`src/bsme_pkg.sv`:
```
// Contract
// - internal state word bit 2: read is 0, write is 1.
// - internal state word bits 1:0 give width: 8,16,32,64 bits.
// - external word bit 5: dma burst 0, cycle steal 1.
// - external word bit 4: master is cpu 0, dma 1.
// - external bits 6,3,2 encode dma transfer unit, on-chip access size.
// - external word bit 1: read is 0, write is 1.
// - external word bit 0 is 1 while an external access runs.
// - external bit 0 low makes other external bits and address invalid.
// - cpu external access makes bits 5 and 6 invalid.
// - current status pin levels are part of the monitored status.
// - channel a match flag, also reports break condition 6.
// - channel b match flag, also reports break condition 5.
// - break condition 1 flag reads 1 once satisfied.
// - internal bit 3 marks access; low makes rest and address invalid.
package bsme_pkg;
  // ****************************************
  // widths
  // ****************************************
  localparam int BSME_INT_ADDR_W = 32;
  localparam int BSME_EXT_ADDR_W = 29;
  localparam int BSME_STATUS_W = 2;
  localparam int BSME_INT_WORD_W = 4;
  localparam int BSME_EXT_WORD_W = 7;
  // ****************************************
  // internal word field positions
  // ****************************************
  localparam int BSME_INT_ACC_BIT = 3;
  localparam int BSME_INT_WR_BIT = 2;
  localparam int BSME_INT_SZ_LSB = 0;
  // ****************************************
  // external word field positions
  // ****************************************
  localparam int BSME_EXT_UNIT_HI_BIT = 6;
  localparam int BSME_EXT_MODE_BIT = 5;
  localparam int BSME_EXT_MASTER_BIT = 4;
  localparam int BSME_EXT_UNIT_LSB = 2;
  localparam int BSME_EXT_WR_BIT = 1;
  localparam int BSME_EXT_ACC_BIT = 0;
  // ****************************************
  // access width codes
  // ****************************************
  localparam logic [1:0] BSME_SZ_8 = 2'h0;
  localparam logic [1:0] BSME_SZ_16 = 2'h1;
  localparam logic [1:0] BSME_SZ_32 = 2'h2;
  localparam logic [1:0] BSME_SZ_64 = 2'h3;
  // ****************************************
  // dma transfer unit selector, bits {6,3,2}
  // ****************************************
  typedef enum logic [2:0] {
    BSME_UNIT_64 = 3'h0,
    BSME_UNIT_32BYTE = 3'h4,
    BSME_UNIT_8 = 3'h1,
    BSME_UNIT_16 = 3'h2,
    BSME_UNIT_32 = 3'h3
  } bsme_unit_t;
  // ****************************************
  // reset values
  // ****************************************
  localparam logic [BSME_INT_WORD_W-1:0] BSME_INT_WORD_RST = 4'h0;
  localparam logic [BSME_EXT_WORD_W-1:0] BSME_EXT_WORD_RST = 7'h00;
  localparam logic [BSME_INT_ADDR_W-1:0] BSME_INT_ADDR_RST = 32'h00000000;
  localparam logic [BSME_EXT_ADDR_W-1:0] BSME_EXT_ADDR_RST = 29'h00000000;
  localparam logic [BSME_STATUS_W-1:0] BSME_STATUS_RST = 2'h0;
  localparam logic BSME_BIT_RST = 1'h0;
  localparam logic [2:0] BSME_FLAGS_RST = 3'h0;
endpackage

```
`src/bsme_monitor.sv`:
```
`timescale 1ns/1ps
module bsme_monitor
  import bsme_pkg::*;
(
  // clock and reset
  input wire logic clock,
  input wire logic rst,
  // internal load/store bus cycle
  input wire logic int_access,
  input wire logic int_write,
  input wire logic [1:0] int_size,
  input wire logic [BSME_INT_ADDR_W-1:0] int_addr,
  // external bus cycle
  input wire logic ext_access,
  input wire logic ext_master_dma,
  input wire logic ext_cycle_steal,
  input wire logic [2:0] ext_unit,
  input wire logic ext_write,
  input wire logic [BSME_EXT_ADDR_W-1:0] ext_addr,
  // status pins, asynchronous to clock
  input wire logic [BSME_STATUS_W-1:0] status_pins,
  // break unit match events and flag clear
  input wire logic chan_a_hit,
  input wire logic chan_b_hit,
  input wire logic bc1_hit,
  input wire logic match_clear,
  // snapshot request from the emulator side
  input wire logic snap_req,
  output logic snap_ack,
  // live monitored status
  output logic [BSME_INT_WORD_W-1:0] internal_bus_state_word,
  output logic [BSME_INT_ADDR_W-1:0] internal_bus_address_capture,
  output logic [BSME_EXT_WORD_W-1:0] external_bus_state_word,
  output logic [BSME_EXT_ADDR_W-1:0] external_bus_address_capture,
  output logic [BSME_STATUS_W-1:0] status_pin_state,
  output logic chan_a_match_flag,
  output logic chan_b_match_flag,
  output logic break_cond1_match_flag,
  // frozen snapshot of the same fields
  output logic [BSME_INT_WORD_W-1:0] snap_internal_word,
  output logic [BSME_INT_ADDR_W-1:0] snap_internal_addr,
  output logic [BSME_EXT_WORD_W-1:0] snap_external_word,
  output logic [BSME_EXT_ADDR_W-1:0] snap_external_addr,
  output logic [BSME_STATUS_W-1:0] snap_status,
  output logic [2:0] snap_flags
);

  // ****************************************
  // internal word encoding
  // ****************************************
  logic [BSME_INT_WORD_W-1:0] next_int_word;

  always_comb
  begin
    next_int_word = internal_bus_state_word;
    // access marker
    // access valid bit
    next_int_word[BSME_INT_ACC_BIT] = int_access;
    if (int_access)
    begin
      next_int_word[BSME_INT_WR_BIT] = int_write;
      next_int_word[BSME_INT_SZ_LSB +: 2] = int_size;
    end
  end

  // ****************************************
  // external word encoding
  // ****************************************
  logic [BSME_EXT_WORD_W-1:0] next_ext_word;
  logic [2:0] unit_code;

  always_comb
  begin
    // bit 6 only distinguishes 64 bits from 32 bytes; forced low otherwise
    // undefined selector codes fall back to the 64-bit code
    // transfer unit code
    unique case (ext_unit)
      BSME_UNIT_64: unit_code = 3'h0;
      BSME_UNIT_32BYTE: unit_code = 3'h4;
      BSME_UNIT_8: unit_code = 3'h1;
      BSME_UNIT_16: unit_code = 3'h2;
      BSME_UNIT_32: unit_code = 3'h3;
      default: unit_code = 3'h0;
    endcase
  end

  always_comb
  begin
    next_ext_word = external_bus_state_word;
    next_ext_word[BSME_EXT_ACC_BIT] = ext_access;
    if (ext_access)
    begin
      next_ext_word[BSME_EXT_WR_BIT] = ext_write;
      next_ext_word[BSME_EXT_MASTER_BIT] = ext_master_dma;
      next_ext_word[BSME_EXT_UNIT_LSB +: 2] = unit_code[1:0];
      // cpu cycles carry no mode or unit high bit; drive bits 5 and 6 zero so stale dma data cannot leak
      // cpu masks mode
      if (ext_master_dma)
      begin
        next_ext_word[BSME_EXT_MODE_BIT] = ext_cycle_steal;
        next_ext_word[BSME_EXT_UNIT_HI_BIT] = unit_code[2];
      end
      else
      begin
        next_ext_word[BSME_EXT_MODE_BIT] = 1'b0;
        next_ext_word[BSME_EXT_UNIT_HI_BIT] = 1'b0;
      end
    end
  end

  // ****************************************
  // bus state capture
  // ****************************************
  // fields other than the valid bits hold their last access while idle
  // limitation: the emulator must gate stale fields on the valid bits
  // one-edge common load
  always_ff @(posedge clock)
  begin
    if (rst)
    begin
      internal_bus_state_word <= BSME_INT_WORD_RST;
      internal_bus_address_capture <= BSME_INT_ADDR_RST;
    end
    else
    begin
      internal_bus_state_word <= next_int_word;
      if (int_access)
      begin
        internal_bus_address_capture <= int_addr;
      end
    end
  end

  always_ff @(posedge clock)
  begin
    if (rst)
    begin
      external_bus_state_word <= BSME_EXT_WORD_RST;
      external_bus_address_capture <= BSME_EXT_ADDR_RST;
    end
    else
    begin
      external_bus_state_word <= next_ext_word;
      if (ext_access)
      begin
        external_bus_address_capture <= ext_addr;
      end
    end
  end

  // ****************************************
  // status pin synchroniser
  // ****************************************
  // first stage may go metastable; only the later two are ever compared
  logic [BSME_STATUS_W-1:0] pin_meta;
  logic [BSME_STATUS_W-1:0] pin_sync;
  logic [BSME_STATUS_W-1:0] pin_late;

  always_ff @(posedge clock)
  begin
    if (rst)
    begin
      pin_meta <= BSME_STATUS_RST;
      pin_sync <= BSME_STATUS_RST;
      pin_late <= BSME_STATUS_RST;
    end
    else
    begin
      pin_meta <= status_pins;
      pin_sync <= pin_meta;
      pin_late <= pin_sync;
    end
  end

  // a level is taken only once two stages agree, filtering one-cycle glitches
  // cost: four cycles of latency on every genuine pin change
  // pin level capture
  always_ff @(posedge clock)
  begin
    if (rst)
    begin
      status_pin_state <= BSME_STATUS_RST;
    end
    else if (pin_sync == pin_late)
    begin
      status_pin_state <= pin_late;
    end
  end

  // ****************************************
  // break match flags
  // ****************************************
  // one shared clear, since the break unit wipes all flags after a break
  // set beats clear so a hit in the clearing cycle is kept
  // channel a flag
  always_ff @(posedge clock)
  begin
    if (rst)
    begin
      chan_a_match_flag <= BSME_BIT_RST;
    end
    else if (chan_a_hit)
    begin
      chan_a_match_flag <= 1'b1;
    end
    else if (match_clear)
    begin
      chan_a_match_flag <= 1'b0;
    end
  end

  always_ff @(posedge clock)
  begin
    if (rst)
    begin
      chan_b_match_flag <= BSME_BIT_RST;
    end
    else if (chan_b_hit)
    begin
      chan_b_match_flag <= 1'b1;
    end
    else if (match_clear)
    begin
      chan_b_match_flag <= 1'b0;
    end
  end

  always_ff @(posedge clock)
  begin
    if (rst)
    begin
      break_cond1_match_flag <= BSME_BIT_RST;
    end
    else if (bc1_hit)
    begin
      break_cond1_match_flag <= 1'b1;
    end
    else if (match_clear)
    begin
      break_cond1_match_flag <= 1'b0;
    end
  end

  // ****************************************
  // snapshot
  // ****************************************
  // flags packed in the order the emulator reads them
  logic [2:0] live_flags;

  always_comb
  begin
    live_flags = {break_cond1_match_flag, chan_b_match_flag, chan_a_match_flag};
  end

  // copies the registered view in one edge, so every field comes from one cycle
  // coherent snapshot
  always_ff @(posedge clock)
  begin
    if (rst)
    begin
      snap_internal_word <= BSME_INT_WORD_RST;
      snap_internal_addr <= BSME_INT_ADDR_RST;
      snap_external_word <= BSME_EXT_WORD_RST;
      snap_external_addr <= BSME_EXT_ADDR_RST;
      snap_status <= BSME_STATUS_RST;
      snap_flags <= BSME_FLAGS_RST;
    end
    else if (snap_req)
    begin
      snap_internal_word <= internal_bus_state_word;
      snap_internal_addr <= internal_bus_address_capture;
      snap_external_word <= external_bus_state_word;
      snap_external_addr <= external_bus_address_capture;
      snap_status <= status_pin_state;
      snap_flags <= live_flags;
    end
  end

  // ack echoes each request cycle; back-to-back requests refresh every cycle
  always_ff @(posedge clock)
  begin
    if (rst)
    begin
      snap_ack <= BSME_BIT_RST;
    end
    else
    begin
      snap_ack <= snap_req;
    end
  end

endmodule

```
`config.mk`:
```
export PLATFORM = sky130hd
export DESIGN_NAME = bsme_monitor
export DESIGN_NICKNAME = d
export VERILOG_FILES = /design/src/bsme_pkg.sv /design/src/bsme_monitor.sv
export SDC_FILE = /design/constraint.sdc
export NUM_CORES = 1
export LEC_CHECK = 0
export CORE_MARGIN = 2
export CORE_UTILIZATION = 55
export CTS_CLUSTER_DIAMETER = 100
export CTS_CLUSTER_SIZE = 28
export DETAILED_ROUTE_END_ITERATION = 12
export DONT_BUFFER_PORTS = 1
export HOLD_SLACK_MARGIN = 0.12
export PLACE_DENSITY_LB_ADDON = 0.05
export SETUP_SLACK_MARGIN = 0.05
export SLEW_MARGIN = 40
export SYNTH_ARGS = -nofsm -noshare
export SYNTH_HDL_FRONTEND = slang
export SYNTH_SLANG_ARGS = --single-unit
```
`constraint.sdc`:
```
create_clock -name clock -period 2 [get_ports clock]
set_input_delay 0.5 -clock clock [delete_from_list [all_inputs] [get_ports clock]]
set_output_delay 0.5 -clock clock [all_outputs]
set_load 0.02 [all_outputs]
```
# After elaboration in Yosys (flattened, before gate mapping)
# Cells that the tools add are included.
word_totals:
  reg_bits: 161
  in_bits: 81
  out_inout_bits: 155
  wordCells: 34
op_classes:
  eq_ne: 5
  muxes: 6
  reduce_logical: 3
op_table:
  columns: ["op", "count"]
  rows:
  - ["3-bit case mux with 4 select lines", 1]
  - ["3-bit by 2-bit equality test with 1-bit output (second input constant)", 2]
  - ["2-bit nonzero test", 3]
  - ["1-bit 2-to-1 mux", 4]
  - ["3-bit by 1-bit equality test with 1-bit output (second input constant)", 1]
  - ["3-bit equality test (second input constant)", 1]
  - ["2-bit equality test", 1]
  - ["2-bit 2-to-1 mux", 1]

# Longest topological paths before layout
depth:
  depth_word: 3
  ltp_mapped: 5
  mapped_depth_nobuf: 3

# Worst setup path before layout
# Ideal clock, no wire load.
synth_path:
  kind: "input to register"
  start: "in snap_req"
  end: "reg snap_internal_addr[16]"
  setup_time_ns: 0.128
  arrival_time_ns: 1.196
  t_required_ns: 1.872
  path_slack_ns: 0.676
  path_stages: 5
  path_buffers: 3
  cell_sequence: "buf_2 -> buf_4 -> buf_6 -> mux2i_1 -> nor2_1"
synth_rtl:
  columns: ["element", "line", "source"]
  rows:
  - ["start: declaration", "bsme_monitor.sv:28", "input wire logic snap_req,"]
  - ["end signal: assignment", "bsme_monitor.sv:271", "snap_internal_addr <= internal_bus_address_capture;"]
  - ["end: declaration", "bsme_monitor.sv:41", "output logic [BSME_INT_ADDR_W-1:0] snap_internal_addr,"]

# Worst setup path after layout
layout_path:
  start: "reg pin_late[1]"
  end: "reg status_pin_state[0]"
layout_via:
  elab_chain_cells: 1
layout_lines:
  columns: ["element", "line", "source"]
  rows:
  - ["start: declaration", "bsme_monitor.sv:157", "logic [BSME_STATUS_W-1:0] pin_late;"]
  - ["start signal: assignment", "bsme_monitor.sv:171", "pin_late <= pin_sync;"]
  - ["2-bit equality test", "bsme_monitor.sv:184", "else if (pin_sync == pin_late)"]
  - ["end signal: assignment", "bsme_monitor.sv:186", "status_pin_state <= pin_late;"]
  - ["end: declaration", "bsme_monitor.sv:35", "output logic [BSME_STATUS_W-1:0] status_pin_state,"]
# Every way passes these cells.
# A chain may end at the register's enable or synchronous reset.

==> metrics <==
GR Util All Layers=24.1%; Critical Path End=status_pin_state[0]; Vias/cell=between 5 and 6; dominant cell type by area after synthesis=dfxtp_1; CTS H-tree lvls=4; cell area after synthesis=5610 um^2; GRT met1 Usage=26.6%; Clock Skew=0.00697 ns; min-delay src=int_addr[11]; most frequent cells in the layout=161 x dfxtp_1, 145 x nor2_1, 142 x mux2i_1; core area=~9800 um^2; RSZ-0062 raised after global routing=false; post-CTS sizing=0; Ys Warns=0; post-CTS setup buffers=0; Layout Utilization=between 70% and 80%; # clock sinks=161; R2R depth=4; worst skew pair latency=0.51 ns; crit end category=register; Core Rows=36; WHS=0.133 ns; nets=689; kind of critical path=reg2reg; Reg clk slew, reported paths=approximately 0.06 ns; CTS Buf Count=17; busiest layer in global routing=met2; grt total ovfl=0; synthesized area per cell=10.7 um^2; post-layout min period=1.59 ns; I/O Buffers=0; Yosys top cell area share=57.5%; top area cells in the synthesized netlist=dfxtp_1 57%, mux2i_1 25%, nor2_1 9.7%, buf_2 1.7%, nor2b_1 1.0%; Ant. Diodes=0; CTS tree=built; vias in the first global route=3968; Worst Path Arrival=2.05 ns; Hold Vio Cnt, Final=0; dpl hpwl=7.68 mm; worst-path cell chain=xor2_1 > or2_2 > a21oi_1 > dlygate4sd3_1; global placer's final weighted congestion=0.764; remaining antenna violation count=0; register area=3220 um^2; placed cell count=619; crit path max fanout=3; cells after synthesis=~520; Fillers=756; final cycle utilization of the critical path=79.4%; initial antenna violation count=0; Starting DRT DRC Count=137; critical path startpoint=pin_late[1]; number of max-cap violations=0; CP required=about 2.5 ns; Max stage delay on crit path=approximately 0.56 ns; FMAX=between 0.6 and 0.7 GHz; commonest non-fill, non-tap cell in the layout=dfxtp_1; worst r2r src=pin_late[1]; register area share after synthesis=approximately 57%; layout cells sized above 1=under 10%; PD cells=roughly 1000 nW/um^2; Max VDD drop=0.000618 V; Syn-to-layout area delta=28.7%; Global Route met2 Usage=between 40 and 50%; CP max stage cell=dlygate4sd3_1; die area=around 11000 um^2; die span in x=105 um; final setup vio count=0; multi-input logic area=2190 um^2; DRC=0; Slew Limit Fails=0; CP Launch Type=register; number of synthesized register bits=161; final WL=13.2 mm; Vias=approximately 4k; count of distinct cell types in the synthesized netlist=18; Clock Path Buffers=2; static leakage=3.38 nW; status=complete, no violations; first-pass GRT wire length=21.0 mm; Slew @ Worst Pin=between 0.4 and 0.5 ns; GRT met3 Usage=roughly an eighth; Initial Util=57.1%; Worst slew margin=73.3%; IO Count=236; WHS Path Cells=2; Pre-antenna DRT Iters=5; RR Endpoint=status_pin_state[0]; syn nets=603; post-DR wirelength/cell=approximately 18 um; largest net degree at the start of global routing=between 80 and 90; post-route insts no fill=754; Die Y=between 100 and 150 um; worst min-delay path class=in2reg; reg-to-reg slack, setup=0.41 ns; sum of negative setup slack=0 ns; final instance area=slightly above 7000 um^2; clock root cell=clkbuf_8; placed cell areas=5580 um^2
where the power goes:
group | internal [mW] | leakage (nW) | switching (mW)
registers | 3.35 | 1.32 | 0.299
logic | 0.272 | 1.78 | 0.133
clock network | 1.88 | 0.281 | 1.26
what timing repair did:
action	in CTS	in global routing
endpoints found under the hold margin	161	4
hold buffers	100	3
endpoints found under the setup margin	0	0
metal layers:
metal	wire length (um)	vias to the layer above
li1	-	1896
met1	4970	1884
met2	6600	159
met3	1460	15
met4	172	0
met5	0	-
synthesized netlist by cell type:
cell type / number
a21oi_1: 10
buf_2: 19
buf_4: 5
buf_6: 2
clkbuf_1: 10
dfxtp_1: 161
inv_1: 1
mux2i_1: 142
nand2_1: 3
nand2b_1: 5
nand3_1: 1
nand3b_1: 2
nor2_1: 145
nor2b_1: 9
o31ai_1: 2
or2_2: 2
or4b_1: 1
xor2_1: 2
flip-flops by register name, summed over array words and instances, names as in the netlist:
| signal | count |
|---|---|
| pin_late | 2 |
| pin_meta | 2 |
| chan_a_match_flag | 1 |
| external_bus_state_word | 7 |
| internal_bus_address_capture | 32 |
| snap_status | 2 |
| snap_internal_addr | 32 |
| snap_flags | 3 |
| status_pin_state | 2 |
| snap_external_word | 7 |
| snap_internal_word | 4 |
| snap_external_addr | 29 |
| external_bus_address_capture | 29 |
| pin_sync | 2 |
| internal_bus_state_word | 4 |
| break_cond1_match_flag | 1 |
| snap_ack | 1 |
| chan_b_match_flag | 1 |
worst min-delay path by stage:
stage	endpoint	slack, ns
3_5_place_dp	pin_sync[0]	0.43
4_1_cts	internal_bus_address_capture[16]	0.12
6_report	internal_bus_address_capture[11]	0.13
5_1_grt	internal_bus_address_capture[11]	0.12
3_3_place_gp	pin_sync[0]	0.42
2_1_floorplan	pin_sync[0]	0.41
critical path: cells and delay by family, from the launching register on:
kind | cells | cell delay [ns]
DFF | 1 | 0.33
buffers and inverters | 1 | 0.56
xor gates and xnor gates | 1 | 0.18
AOI/OAI and AO/OA | 1 | 0.16
and+or+nand+nor | 1 | 0.31
layout make-up:
type                       count  area share, %
sequential                   161           44.7
multi-input combinational    324           30.3
timing repair buffer         103           14.5
clock buffer                  21           6.36
tap                          133           2.31
clock inverter                11           1.77
inverter                       1         0.0520
cells by family (layout without fill, tap and decap cells):
kind of cell    Yosys count  count (layout)  share of synthesized area, %
compound gates           12              12                          1.16
xor+xnor                  2               2                         0.312
buf+inv                  37             136                          3.50
mux                     142             142                          25.3
flops                   161             161                          57.5
simple gates            168             168                          12.2
metrics by stage:
stage / worst slack, ns / power [mW]
after floorplan: 0.676 / 4.01
after global placement: 0.731 / 3.95
after detailed placement: 0.743 / 3.97
after CTS: 0.406 / 7.25
after global routing: 0.327 / 7.48
final: 0.411 / 7.20
Power figures use the tool's default switching activity.
